File: src/pkg/lcc_pkg.sv
// Constants for the loop clock configuration block
package lcc_pkg;
    // Printed register indices; byte address is four times the index
    localparam logic [15:0] LCC_IDX_FB_DIV = 16'hF000;
    localparam logic [15:0] LCC_IDX_PRESCALE = 16'hF001;
    localparam logic [15:0] LCC_IDX_SRC = 16'hF002;
    localparam logic [15:0] LCC_IDX_ENABLE = 16'hF003;
    localparam logic [15:0] LCC_IDX_LOCK = 16'hF004;
    localparam logic [15:0] LCC_IDX_CLOCK_OUTPUT_PIN = 16'hF005;
    localparam int LCC_ADDR_W = 18;
    // Low three index bits pick the register inside the block
    localparam logic [2:0] LCC_SEL_FB_DIV = 3'h0;
    localparam logic [2:0] LCC_SEL_PRESCALE = 3'h1;
    localparam logic [2:0] LCC_SEL_SRC = 3'h2;
    localparam logic [2:0] LCC_SEL_ENABLE = 3'h3;
    localparam logic [2:0] LCC_SEL_LOCK = 3'h4;
    localparam logic [2:0] LCC_SEL_CLOCK_OUTPUT_PIN = 3'h5;
    // Field widths and positions
    localparam int LCC_FB_W = 7;
    localparam int LCC_CLOCK_OUTPUT_PIN_EN_BIT = 0;
    localparam int LCC_CLOCK_OUTPUT_PIN_RATE_LSB = 1;
    // Reset values
    localparam logic [6:0] LCC_FB_RST = 7'h60;
    localparam logic [1:0] LCC_PRESCALE_RST = 2'h0;
    localparam logic LCC_SRC_RST = 1'h0;
    localparam logic LCC_ENABLE_RST = 1'h0;
    localparam logic [2:0] LCC_CLOCK_OUTPUT_PIN_RST = 3'h0;
    // Prescale codes
    localparam logic [1:0] LCC_DIV_1 = 2'h0;
    localparam logic [1:0] LCC_DIV_2 = 2'h1;
    localparam logic [1:0] LCC_DIV_4 = 2'h2;
    localparam logic [1:0] LCC_DIV_8 = 2'h3;
    // Rising input edges between output toggles, minus one
    localparam logic [1:0] LCC_HALF_DIV_2 = 2'h0;
    localparam logic [1:0] LCC_HALF_DIV_4 = 2'h1;
    localparam logic [1:0] LCC_HALF_DIV_8 = 2'h3;
endpackage

File: src/pkg/lcc_bus_if.sv
// Internal register access carrier between bus slave and register file
`timescale 1ns/1ps
`default_nettype none
interface lcc_bus_if;
    logic wr_stb;
    logic [2:0] sel;
    logic [15:0] wdata;
    logic [15:0] rdata;
    modport slave (output wr_stb, output sel, output wdata, input rdata);
    modport regs (input wr_stb, input sel, input wdata, output rdata);
endinterface
`default_nettype wire

File: src/hw/lcc_apb_slave.sv
// APB slave front end of the loop clock configuration block
`timescale 1ns/1ps
`default_nettype none
module lcc_apb_slave
    import lcc_pkg::*;
(
    input wire logic pclk, // Bus clock
    input wire logic presetn, // Async reset, active low
    input wire logic [LCC_ADDR_W-1:0] paddr, // Byte address
    input wire logic psel, // Slave select
    input wire logic penable, // Access phase
    input wire logic pwrite, // Write when high
    input wire logic [31:0] pwdata, // Write data
    output logic [31:0] prdata, // Read data
    output logic pready, // Transfer done
    output logic pslverr, // Unmapped address
    lcc_bus_if.slave bus // Register access
);
    // ************************************************
    // Decode
    // ************************************************
    wire [15:0] word_idx = paddr[LCC_ADDR_W-1:2];
    wire in_map = (paddr[1:0] == 2'h0) && (word_idx >= LCC_IDX_FB_DIV)
        && (word_idx <= LCC_IDX_CLOCK_OUTPUT_PIN);
    wire setup = psel && !penable;
    wire [31:0] rd_word = (in_map && !pwrite) ? {16'h0000, bus.rdata} : 32'h0000_0000;

    assign bus.sel = word_idx[2:0];
    assign bus.wdata = pwdata[15:0];
    assign bus.wr_stb = psel && penable && pready && pwrite && in_map;

    // ************************************************
    // Answer, one access cycle
    // ************************************************
    always_ff @(posedge pclk or negedge presetn) begin
        if (!presetn) begin
            pready <= 1'b0;
            prdata <= 32'h0000_0000;
            pslverr <= 1'b0;
        end else begin
            pready <= setup;
            if (setup) begin
                prdata <= rd_word;
                pslverr <= !in_map;
            end
        end
    end

    pready_one_a: assert property (@(posedge pclk) disable iff (!presetn)
        (psel && !penable) |=> (pready && psel && penable) ##1 !pready)
        else $error("pready not given in the access cycle");
endmodule // lcc_apb_slave
`default_nettype wire

File: src/hw/lcc_prescaler.sv
// Master clock prescaler feeding the multiplier reference
`timescale 1ns/1ps
`default_nettype none
module lcc_prescaler
    import lcc_pkg::*;
(
    input wire logic pclk, // Block clock
    input wire logic presetn, // Async reset, active low
    input wire logic master_clock_pin, // External master clock
    input wire logic run, // Multiplier enabled
    input wire logic [1:0] ratio, // Active prescale code
    output logic ref_clk // Prescaled reference
);
    logic mclk_s1_q;
    logic mclk_s2_q;
    logic mclk_prev_q;
    logic [1:0] cnt_q;

    // ************************************************
    // Ratio select
    // ************************************************
    wire rise = mclk_s2_q && !mclk_prev_q;
    wire [1:0] half = (ratio == LCC_DIV_2) ? LCC_HALF_DIV_2 :
        (ratio == LCC_DIV_4) ? LCC_HALF_DIV_4 : LCC_HALF_DIV_8;
    wire at_half = (cnt_q == half);

    always_ff @(posedge pclk or negedge presetn) begin
        if (!presetn) begin
            mclk_s1_q <= 1'b0;
            mclk_s2_q <= 1'b0;
            mclk_prev_q <= 1'b0;
        end else begin
            mclk_s1_q <= master_clock_pin;
            mclk_s2_q <= mclk_s1_q;
            mclk_prev_q <= mclk_s2_q;
        end
    end

    // ************************************************
    // Divider, idle while disabled
    // ************************************************
    always_ff @(posedge pclk or negedge presetn) begin
        if (!presetn) begin
            cnt_q <= 2'h0;
            ref_clk <= 1'b0;
        end else if (!run) begin
            cnt_q <= 2'h0;
            ref_clk <= 1'b0;
        end else if (ratio == LCC_DIV_1) begin
            cnt_q <= 2'h0;
            ref_clk <= mclk_s2_q;
        end else if (rise) begin
            cnt_q <= at_half ? 2'h0 : cnt_q + 2'h1;
            ref_clk <= at_half ? !ref_clk : ref_clk;
        end
    end

    div_eight_a: assert property (@(posedge pclk) disable iff (!presetn)
        (run && ratio == LCC_DIV_8 && rise && cnt_q != 2'h3) |=> $stable(ref_clk))
        else $error("divide by eight toggled early");
    div_two_a: assert property (@(posedge pclk) disable iff (!presetn)
        (run && ratio == LCC_DIV_2 && rise) |=> (ref_clk != $past(ref_clk)))
        else $error("divide by two missed a toggle");
endmodule // lcc_prescaler
`default_nettype wire

File: src/hw/lcc_top.sv
// Loop clock configuration registers with staged load on enable
`timescale 1ns/1ps
`default_nettype none

module lcc_top
    import lcc_pkg::*;
(
    input wire logic pclk, // Register clock, 100 MHz
    input wire logic presetn, // Async reset, active low
    input wire logic [LCC_ADDR_W-1:0] paddr, // APB byte address
    input wire logic psel, // APB select
    input wire logic penable, // APB enable
    input wire logic pwrite, // APB direction
    input wire logic [31:0] pwdata, // APB write data
    output logic [31:0] prdata, // APB read data
    output logic pready, // APB ready
    output logic pslverr, // APB error
    input wire logic master_clock_pin, // External master clock
    input wire logic mult_locked_in, // Raw lock from multiplier
    output logic mult_ref_clk, // Prescaled multiplier input
    output logic mult_run, // Multiplier may lock and run
    output logic [LCC_FB_W-1:0] mult_fb_div, // Active feedback divider
    output logic sys_src_mult, // Core clock from multiplier
    output logic clock_output_pin_enable, // Active clock output enable
    output logic [1:0] clock_output_pin_rate // Active clock output rate
);
    // ************************************************
    // Storage
    // ************************************************
    logic [LCC_FB_W-1:0] pend_fb_q;
    logic [1:0] pend_div_q;
    logic pend_src_q;
    logic [2:0] pend_clock_output_pin_q;
    logic en_q;
    logic en_prev_q;
    logic [1:0] act_div_q;
    logic lock_s1_q;
    logic lock_s2_q;
    logic lock_q;

    lcc_bus_if bus ();

    lcc_apb_slave u_apb (
        .pclk(pclk),
        .presetn(presetn),
        .paddr(paddr),
        .psel(psel),
        .penable(penable),
        .pwrite(pwrite),
        .pwdata(pwdata),
        .prdata(prdata),
        .pready(pready),
        .pslverr(pslverr),
        .bus(bus)
    );

    // ************************************************
    // Write decode
    // ************************************************
    wire wr_fb = bus.wr_stb && (bus.sel == LCC_SEL_FB_DIV);
    wire wr_div = bus.wr_stb && (bus.sel == LCC_SEL_PRESCALE);
    wire wr_src = bus.wr_stb && (bus.sel == LCC_SEL_SRC);
    wire wr_en = bus.wr_stb && (bus.sel == LCC_SEL_ENABLE);
    wire wr_clock_output_pin = bus.wr_stb && (bus.sel == LCC_SEL_CLOCK_OUTPUT_PIN);

    // Enable rising edge against the registered previous value
    wire load = en_q && !en_prev_q;

    // ************************************************
    // Read mux
    // ************************************************
    wire [2:0] act_clock_output_pin = {clock_output_pin_rate, clock_output_pin_enable};
    wire [15:0] rd_fb = {9'h000, pend_fb_q};
    wire [15:0] rd_div = {14'h0000, pend_div_q};
    wire [15:0] rd_src = {15'h0000, pend_src_q};
    wire [15:0] rd_en = {15'h0000, en_q};
    wire [15:0] rd_lock = {15'h0000, lock_q};
    wire [15:0] rd_clock_output_pin = {13'h0000, pend_clock_output_pin_q};
    assign bus.rdata =
        (bus.sel == LCC_SEL_FB_DIV) ? rd_fb :
        (bus.sel == LCC_SEL_PRESCALE) ? rd_div :
        (bus.sel == LCC_SEL_SRC) ? rd_src :
        (bus.sel == LCC_SEL_ENABLE) ? rd_en :
        (bus.sel == LCC_SEL_LOCK) ? rd_lock :
        rd_clock_output_pin;

    // ************************************************
    // Pending registers
    // ************************************************
    always_ff @(posedge pclk or negedge presetn) begin
        if (!presetn) begin
            pend_fb_q <= LCC_FB_RST;
        end else if (wr_fb) begin
            pend_fb_q <= bus.wdata[LCC_FB_W-1:0];
        end
    end

    always_ff @(posedge pclk or negedge presetn) begin
        if (!presetn) begin
            pend_div_q <= LCC_PRESCALE_RST;
        end else if (wr_div) begin
            pend_div_q <= bus.wdata[1:0];
        end
    end

    always_ff @(posedge pclk or negedge presetn) begin
        if (!presetn) begin
            pend_src_q <= LCC_SRC_RST;
        end else if (wr_src) begin
            pend_src_q <= bus.wdata[0];
        end
    end

    always_ff @(posedge pclk or negedge presetn) begin
        if (!presetn) begin
            pend_clock_output_pin_q <= LCC_CLOCK_OUTPUT_PIN_RST;
        end else if (wr_clock_output_pin) begin
            pend_clock_output_pin_q <= bus.wdata[2:0];
        end
    end

    always_ff @(posedge pclk or negedge presetn) begin
        if (!presetn) begin
            en_q <= LCC_ENABLE_RST;
            en_prev_q <= LCC_ENABLE_RST;
        end else begin
            if (wr_en) begin
                en_q <= bus.wdata[0];
            end
            en_prev_q <= en_q;
        end
    end

    // ************************************************
    // Active copies, loaded together on enable rise
    // ************************************************
    always_ff @(posedge pclk or negedge presetn) begin
        if (!presetn) begin
            mult_fb_div <= LCC_FB_RST;
            act_div_q <= LCC_PRESCALE_RST;
            sys_src_mult <= LCC_SRC_RST;
            clock_output_pin_enable <= LCC_CLOCK_OUTPUT_PIN_RST[LCC_CLOCK_OUTPUT_PIN_EN_BIT];
            clock_output_pin_rate <= LCC_CLOCK_OUTPUT_PIN_RST[LCC_CLOCK_OUTPUT_PIN_RATE_LSB +: 2];
        end else if (load) begin
            mult_fb_div <= pend_fb_q;
            act_div_q <= pend_div_q;
            sys_src_mult <= pend_src_q;
            clock_output_pin_enable <= pend_clock_output_pin_q[LCC_CLOCK_OUTPUT_PIN_EN_BIT];
            clock_output_pin_rate <= pend_clock_output_pin_q[LCC_CLOCK_OUTPUT_PIN_RATE_LSB +: 2];
        end
    end

    // ************************************************
    // Run control and lock status
    // ************************************************
    always_ff @(posedge pclk or negedge presetn) begin
        if (!presetn) begin
            mult_run <= 1'b0;
        end else begin
            mult_run <= en_q;
        end
    end

    always_ff @(posedge pclk or negedge presetn) begin
        if (!presetn) begin
            lock_s1_q <= 1'b0;
            lock_s2_q <= 1'b0;
            lock_q <= 1'b0;
        end else begin
            lock_s1_q <= mult_locked_in;
            lock_s2_q <= lock_s1_q;
            lock_q <= en_q && mult_run && lock_s2_q;
        end
    end

    // Reference stays idle while the multiplier is off
    lcc_prescaler u_presc (
        .pclk(pclk),
        .presetn(presetn),
        .master_clock_pin(master_clock_pin),
        .run(mult_run),
        .ratio(act_div_q),
        .ref_clk(mult_ref_clk)
    );

    // ************************************************
    // Checks
    // ************************************************
    presc_hold_a: assert property (@(posedge pclk) disable iff (!presetn)
        (wr_div && !load) |=> (act_div_q == $past(act_div_q)))
        else $error("prescale took effect without enable rise");

    src_hold_a: assert property (@(posedge pclk) disable iff (!presetn)
        !(en_q && !en_prev_q) |=> $stable(sys_src_mult))
        else $error("source changed without enable rise");

    load_all_a: assert property (@(posedge pclk) disable iff (!presetn)
        load |=> (mult_fb_div == $past(pend_fb_q)) && (act_div_q == $past(pend_div_q))
            && (sys_src_mult == $past(pend_src_q))
            && ({clock_output_pin_rate, clock_output_pin_enable} == $past(pend_clock_output_pin_q)))
        else $error("pending settings not loaded together");

    src_route_a: assert property (@(posedge pclk) disable iff (!presetn)
        (load && pend_src_q) |=> sys_src_mult ##1 (sys_src_mult || $past(load)))
        else $error("multiplier source not routed");

    edge_once_a: assert property (@(posedge pclk) disable iff (!presetn)
        (wr_en && bus.wdata[0] && !en_q) |=> load ##1 (!load || !en_prev_q))
        else $error("enable rise not detected in one cycle");

    no_lock_a: assert property (@(posedge pclk) disable iff (!presetn)
        !en_q |=> !mult_run)
        else $error("multiplier running while disabled");

    clk_idle_a: assert property (@(posedge pclk) disable iff (!presetn)
        (!en_q ##1 !en_q) |=> !mult_ref_clk)
        else $error("reference clock active while disabled");

    lock_gate_a: assert property (@(posedge pclk) disable iff (!presetn)
        !en_q |=> !lock_q)
        else $error("lock flag set while disabled");

    reset_zero_a: assert property (@(posedge pclk)
        $rose(presetn) |-> (pend_div_q == 2'h0) && !pend_src_q && !en_q)
        else $error("reset values not zero");

    fb_reset_a: assert property (@(posedge pclk)
        $rose(presetn) |-> (pend_fb_q == LCC_FB_RST) && (mult_fb_div == LCC_FB_RST))
        else $error("feedback divider not 96 after reset");

    act_read_a: assert property (@(posedge pclk) disable iff (!presetn)
        $changed(act_clock_output_pin) |-> $past(load))
        else $error("clock output settings changed without load");

    run_follow_a: assert property (@(posedge pclk) disable iff (!presetn)
        en_q |=> mult_run)
        else $error("multiplier not running after enable");

    ref_idle_a: assert property (@(posedge pclk) disable iff (!presetn)
        !mult_run |=> !mult_ref_clk)
        else $error("reference clock active while stopped");

    lock_sync_a: assert property (@(posedge pclk) disable iff (!presetn)
        lock_q |-> $past(lock_s2_q) && $past(mult_run))
        else $error("lock flag without synced lock");

    lock_drop_a: assert property (@(posedge pclk) disable iff (!presetn)
        !lock_s2_q |=> !lock_q)
        else $error("lock flag held after lock loss");

    lock_reset_a: assert property (@(posedge pclk)
        $rose(presetn) |-> !mult_run && !lock_q)
        else $error("multiplier or lock active after reset");

    fb_hold_a: assert property (@(posedge pclk) disable iff (!presetn)
        !load |=> $stable(mult_fb_div))
        else $error("feedback divider changed without load");

    div_act_hold_a: assert property (@(posedge pclk) disable iff (!presetn)
        !load |=> $stable(act_div_q))
        else $error("active prescale changed without load");

    load_once_a: assert property (@(posedge pclk) disable iff (!presetn)
        load |=> !load)
        else $error("load lasted more than one cycle");

    en_write_a: assert property (@(posedge pclk) disable iff (!presetn)
        wr_en |=> (en_q == $past(bus.wdata[0])))
        else $error("enable bit not written");

    fb_write_a: assert property (@(posedge pclk) disable iff (!presetn)
        wr_fb |=> (pend_fb_q == $past(bus.wdata[LCC_FB_W-1:0])))
        else $error("feedback divider not written");

    div_write_a: assert property (@(posedge pclk) disable iff (!presetn)
        wr_div |=> (pend_div_q == $past(bus.wdata[1:0])))
        else $error("prescale code not written");

    src_write_a: assert property (@(posedge pclk) disable iff (!presetn)
        wr_src |=> (pend_src_q == $past(bus.wdata[0])))
        else $error("source select not written");

    ck_write_a: assert property (@(posedge pclk) disable iff (!presetn)
        wr_clock_output_pin |=> (pend_clock_output_pin_q == $past(bus.wdata[2:0])))
        else $error("clock output setting not written");

    div_pend_hold_a: assert property (@(posedge pclk) disable iff (!presetn)
        !wr_div |=> $stable(pend_div_q))
        else $error("pending prescale changed without write");

    src_pend_hold_a: assert property (@(posedge pclk) disable iff (!presetn)
        !wr_src |=> $stable(pend_src_q))
        else $error("pending source changed without write");
endmodule // lcc_top
`default_nettype wire

File: config.mk
export PLATFORM = sky130hd
export DESIGN_NAME = lcc_top
export DESIGN_NICKNAME = d
export VERILOG_FILES = /design/src/pkg/lcc_pkg.sv /design/src/pkg/lcc_bus_if.sv /design/src/hw/lcc_apb_slave.sv /design/src/hw/lcc_prescaler.sv /design/src/hw/lcc_top.sv
export SDC_FILE = /design/constraint.sdc
export NUM_CORES = 1
export LEC_CHECK = 0
export BUFFER_PORTS_ARGS = -buffer_cell sky130_fd_sc_hd__buf_2
export CAP_MARGIN = 20
export CELL_PAD_IN_SITES_DETAIL_PLACEMENT = 1
export CELL_PAD_IN_SITES_GLOBAL_PLACEMENT = 1
export CORE_ASPECT_RATIO = 1.75
export CORE_MARGIN = 2
export CORE_UTILIZATION = 35
export DETAILED_ROUTE_END_ITERATION = 10
export PLACE_DENSITY = 0.76
export RECOVER_POWER = 50
export SLEW_MARGIN = 20
export SYNTH_ARGS = -nofsm -noshare
export SYNTH_HDL_FRONTEND = slang
export SYNTH_SLANG_ARGS = --single-unit
File: constraint.sdc
create_clock -name pclk -period 1.96 [get_ports pclk]
set_clock_uncertainty 0.2 [all_clocks]
set_input_delay 0.49 -clock pclk [delete_from_list [all_inputs] [get_ports pclk]]
set_output_delay 0.49 -clock pclk [all_outputs]
set_load 0.01 [all_outputs]
==> metrics.md, run 1 <==
| Metric | Value |
|---|---|
| CTS Sinks | `46` |
| Critical path's slowest cell | `and4_2` |
| Hold slack final | `0.106 ns` |
| HP Class | `input port to flip-flop` |
| Setup Buffers After CTS | `0` |
| Cts bufs inserted | `5` |
| Top Family by Delay on Critical Path | `simple AND/OR/NAND/NOR gates` |
| Via Count | `~1.5k` |
| CP Class | `input port to flip-flop` |
| Post-Layout Cell Count | `324` |
| Layout net count | `302` |
| CP arrival | `1.78 ns` |
| Crit path launch type | `input port` |
| Synth Warn # | `0` |
| Status | `finished, final reports clean` |
| Post-route cell area | `between 2000 and 3000 µm²` |
| Remaining DRCs | `0` |
| R2r worst-path depth | `6` |
| Std-Cell Rows | `38` |
| Die span in x | `64.4 µm` |
| Core area | `6180 µm²` |
| Fmax | `554 MHz` |
| CP bufs+invs | `1` |
| CTS Buffer Depth | `2` |
| Psw | `between 0.3 and 0.4 mW` |
| Worst reg2reg setup slack | `between 0.2 and 0.25 ns` |
| Seq/Total Area, Yosys | `0.518` |
| VDD IR max | `0.293 mV` |
| Die area | `7060 µm²` |
| Pwr Total | `about 1.7 mW` |
| WHS Endpoint | `u_presc.mclk_s1_q` |
| Gr ovfl total | `0` |
| Worst path max stage delay | `0.36 ns` |
| DR WL/cell | `between 10 and 15 µm` |
| Average cell area after synthesis | `~12 µm²` |
| Combinational fraction of design power | `0.075` |
| Ant. Diodes | `0` |
| Top post-synthesis cells by area | `dfrtp_1 47%, mux2_2 14%, buf_4 8.4%, dfstp_2 4.7%, a22o_1 2.7%` |
| Internal power | `1.29 mW` |
| Unrepaired setup endpoints after global routing | `false` |
| H-Tree Depth | `2` |
| Initial DRC count | `13` |
| Max Cap Violations | `0` |
| Final Core Density | `0.425` |
| P_leak | `1.41 nW` |
| Clock transition at path regs | `0.08 ns` |
| Synth-to-layout area growth | `17.7%` |
| I/O Buffers | `53` |
| Antenna-violating nets left | `0` |
| Clk Latency, worst-skew pair | `0.29 ns` |
| Die height | `between 100 and 150 µm` |
| CTS root buf | `clkbuf_8` |
| Placed instance count | `between 300 and 400` |
| Fin crit share | `0.920` |
| Synth Register Bits | `46` |
| Post-synth top area share | `0.471` |
| End of the worst register-to-register path | `u_presc.cnt_q[1]` |
| Post-Syn Area | `2230 µm²` |
| Final Hold Fails | `0` |
| Largest net degree at the start of global routing | `28` |
| Area after DPL | `2540 µm²` |
| Cell Pwr Density | `638 nW/µm²` |
| First-pass GRT wire length | `around 8000 µm` |
| Vias in the first global route | `1,661` |
| WL final | `between 4000 and 5000 µm` |
| Critical Path Sink Type | `flip-flop` |
| EDFF count, synth | `0` |
| Worst hold path startpoint | `master_clock_pin` |
| Gr usage total | `0.144` |
| GPL Wtd Cong | `0.736` |
| Initial Util | `0.361` |
| Clock Power Share | `0.352` |
| Ports | `104` |
| Largest area contributor in the netlist | `dfrtp_1` |
| DR vias/cell | `4.61` |
| Initial antenna violation count | `0` |
| CP startpoint | `paddr[1]` |
| Synth cell types | `38` |
| Switching portion of total power | `0.234` |
| Hold Path Depth | `1` |
| Fin. max-slew vios | `0` |
| Placed wire-length estimate | `between 3000 and 4000 µm` |
| CTS tree | `yes` |
| Async set-reset flop share out of synthesis | `1.00` |
| Required time of the critical path | `roughly 1.9 ns` |
| Pre-Repair DR Iteration Count | `4` |
| Sequential fraction of design power | `0.573` |
| Cells along the critical path | `buf_2 > nor4_2 > and4_2 > nand4b_4 > mux2_2` |
| Minimum clock period | `roughly 1.8 ns` |
| Endpoints failing setup | `0` |
| Crit Path Max Fanout | `7` |
| Launching point of the worst reg2reg path | `act_div_q[0]` |
| Layout cells sized above 1 | `0.451` |
| Mapped Cells | `180` |
| Top FF cell, synth | `dfrtp_1` |
through the flow:
stage | TNS (ns) | setup slack [ns]
2_1_floorplan | 0 | 0.0875
3_3_place_gp | -2.62 | -0.222
3_5_place_dp | -3.15 | -0.243
4_1_cts | 0 | 0.0607
5_1_grt | 0 | 0.0605
6_report | 0 | 0.156
routing by layer:
layer  vias up  wire [µm]  GRT usage
met5         -          0          0
met4         0         72     0.0593
met3         5        259     0.0276
met2        54       2570      0.275
met1       730       1740      0.153
li1        705          -          -
placed cells by master, fill, tap and decap left out, types with 4 or more instances in the layout:
cell and n:
buf_2 52, dfrtp_1 42, mux2_2 28, conb_1 25, nand2_1 10, inv_1 7
a22o_1 7, nor2_1 6, clkbuf_8 6, buf_4 6, nand4_1 4, o21ai_0 4
dfstp_2 4
cells in the mapped netlist (3+ instances only):
cell,number
dfrtp_1,42
mux2i_1,3
nand4_1,4
o21ai_0,4
dfstp_2,4
buf_4,25
mux2_2,28
o22ai_1,3
o211ai_1,3
a22o_1,7
nor3_1,3
inv_1,7
nand2_1,10
nor2_1,6
state kept, by name, indices dropped and copies added, names as in the netlist, 2 cells and up:
signal                   flops
pend_div_q                   2
pend_fb_q                    7
act_div_q                    2
u_apb.prdata                 7
pend_clock_output_pin_q      3
clock_output_pin_rate        2
u_presc.cnt_q                2
mult_fb_div                  7
power groups by stage:
| stage | registers (mW) | clock network (mW) | logic (mW) |
|---|---|---|---|
| 2_1_floorplan | 0.981 | 0 | 0.0915 |
| 3_3_place_gp | 0.980 | 0 | 0.126 |
| 3_5_place_dp | 0.980 | 0 | 0.131 |
| 4_1_cts | 0.961 | 0.619 | 0.133 |
| 5_1_grt | 0.962 | 0.649 | 0.142 |
| 6_report | 0.961 | 0.591 | 0.126 |
logic make-up after synthesis:
logic type,synth area share
muxes,0.155
adders and majority gates,0.0112
and+or+nand+nor,0.124
DFF,0.518
buffers and inverters,0.114
xor gates and xnor gates,0.00784
other,0.00168
AOI/OAI and AO/OA,0.0695
area by class of cell:
cell class                 count  area (µm²)
multi-input combinational    120         915
fill                         706        3550
timing repair buffer          63         337
clock inverter                 2        12.5
clock buffer                   6        82.6
tap                           80         100
inverter                       7        26.3
sequential                    46        1160
worst max-delay path by stage:
stage | end | slack, ns | depth (start not counted)
after floorplan | pend_fb_q[0] | 0.09 | 6
after global placement | pend_fb_q[4] | -0.22 | 5
after detailed placement | pend_fb_q[0] | -0.24 | 5
after CTS | pend_fb_q[0] | 0.06 | 5
after global routing | u_presc.cnt_q[1] | 0.06 | 6
final | pend_fb_q[0] | 0.16 | 5
what timing repair did:
action	4_1_cts	5_1_grt
hold buffers	1	0
gates resized for setup	0	1
hold endpoints to repair	15	0
endpoints found under the setup margin	0	5
Power figures use the tool's default switching activity.
==> inputs of run 2 (changes only) <==
- CORE_UTILIZATION: 35 -> 36
- CTS_BUF_LIST: default -> sky130_fd_sc_hd__clkbuf_8
- PLACE_DENSITY: 0.76 -> 0.78
==> run 2 against run 1 <==
Total power increased by 7.5%. Sequential cell count unchanged. Sequential share of layout area decreased by 0.35 points. Register-to-register slack got worse by 0.02 ns. Final cell count decreased by 0.31%. Sequential power about the same. Worst hold slack got worse by 0.017 ns. Global-route usage increased by 0.69 points. First-iteration DRC count increased by 69%. Non-clock buffer count decreased by 1. Largest power group unchanged.
==> metrics.md, run 2 (synthesized netlist as in run 1, its figures left out) <==
| Metric | Value |
|---|---|
| Core area | `a little over 6000 µm²` |
| Endpoints failing setup | `0` |
| CTS Buffer Depth | `2` |
| Die height | `108 µm` |
| Cts bufs inserted | `5` |
| Dpl ws | `-0.273 ns` |
| Synth-to-layout area growth | `18.7%` |
| Slew HR | `0.455` |
| H-Tree Depth | `2` |
| Fin crit share | `0.950` |
| VDD IR max | `approximately 0.35 mV` |
| Layout cells sized above 1 | `0.444` |
| Top flop regs | `mult_fb_div x7, pend_fb_q x7, u_apb.prdata x7` |
| Setup TNS after final layout | `0 ns` |
| Area after DPL | `roughly 2500 µm²` |
| Pwr Total | `1.80 mW` |
| I/O Buffers | `53` |
| CTS tree | `yes` |
| CTS Sinks | `46` |
| DR vias/cell | `4.70` |
| CP Class | `input port to flip-flop` |
| Final Hold Fails | `0` |
| First-pass GRT wire length | `8000 µm` |
| Commonest non-fill, non-tap cells in the layout | `52 x buf_2, 42 x dfrtp_1, 28 x mux2_2, 25 x conb_1, 10 x nand2_1` |
| Status | `finished, final reports clean` |
| Required time of the critical path | `1.95 ns` |
| Initial DRC count | `22` |
| Ports | `roughly 100` |
| Layout net count | `301` |
| Fillers | `710` |
| Placed instance count | `314` |
| Initial antenna violation count | `0` |
| Minimum clock period | `between 1.5 and 2 ns` |
| Hold slack final | `0.0892 ns` |
| Post-Layout Cell Count | `323` |
| Critical Path Sink Type | `flip-flop` |
| Largest net degree at the start of global routing | `34` |
| Pre-Repair DR Iteration Count | `3` |
| Fin worst setup slack | `around 0.099 ns` |
| Least-Margin Pin Slew | `roughly 0.82 ns` |
| Crit path launch type | `input port` |
| Crit Path Max Fanout | `7` |
| DR WL/cell | `about 15 µm` |
| CP arrival | `1.85 ns` |
| Antenna-violating nets left | `0` |
| GPL Wtd Cong | `0.768` |
| HP Class | `input port to flip-flop` |
| Placed wire-length estimate | `between 3000 and 4000 µm` |
| Most common cell after layout, fill and taps aside | `buf_2` |
| Cell Pwr Density | `681 nW/µm²` |
| Clk Latency, worst-skew pair | `~0.30 ns` |
| Remaining DRCs | `0` |
| Gr ovfl total | `0` |
| Initial Util | `0.367` |
| Die span in x | `63.5 µm` |
| Fmax | `537 MHz` |
| Max Cap Violations | `0` |
| Die area | `6870 µm²` |
| Vias in the first global route | `1,656` |
| Final Core Density | `0.435` |
| Via Count | `between 1.5k and 2k` |
| Std-Cell Rows | `38` |
| CTS root buf | `clkbuf_8` |
| Ant. Diodes | `0` |
| Gr usage total | `0.151` |
| Clock transition at path regs | `0.09 ns` |
| Unrepaired setup endpoints after global routing | `false` |
| Fin. max-slew vios | `0` |
| WL final | `approximately 4700 µm` |
| Post-route cell area | `2650 µm²` |
| P_leak | `1.42 nW` |
## run 2: cell type report
type / count / area [µm²] / area share
clock inverters: 3 / 43.8 / 0.0165
repair buffers: 62 / 340 / 0.128
multi-input cells: 120 / 915 / 0.345
well taps: 80 / 100 / 0.0378
clock buffers: 5 / 68.8 / 0.0260
flip-flops and latches: 46 / 1160 / 0.436
inverters: 7 / 26.3 / 0.00992
## run 2: report_power, final
group          total (mW)  internal [mW]  switching [mW]
logic               0.127         0.0458          0.0812
clock network       0.716          0.382           0.333
registers           0.961          0.957         0.00421
## run 2: worst paths after layout
path                       slack (ns)                end  depth (start not counted)         startpoint
min                              0.09          lock_s1_q                          1     mult_locked_in
max in group asynchronous        0.25       pend_fb_q[5]                          3            presetn
max                               0.1       pend_fb_q[0]                          5           paddr[1]
min reg2reg                      0.16  u_presc.mclk_s2_q                          0  u_presc.mclk_s1_q
max reg2reg                      0.19   u_presc.cnt_q[1]                          6       act_div_q[0]
min in group asynchronous        0.59    u_presc.ref_clk                          2            presetn
## run 2: layer usage
metal / track usage / wire length, µm
met1: 0.179 / 1830
met2: 0.262 / 2550
met3: 0.0271 / 237
met4: 0.0745 / 98
met5: 0 / 0
## run 2: critical path: stages
cell and delay, ns:
buf_2 0.11, nor4_2 0.34, and4_2 0.37, nand4b_4 0.21, mux2_2 0.33
## run 2: what timing repair did
action                                  4_1_cts  5_1_grt
endpoints found under the hold margin        13        0
hold buffers                                  1        0
setup buffers                                 0        0
resized for setup                             0        1
endpoints found under the setup margin        0        5
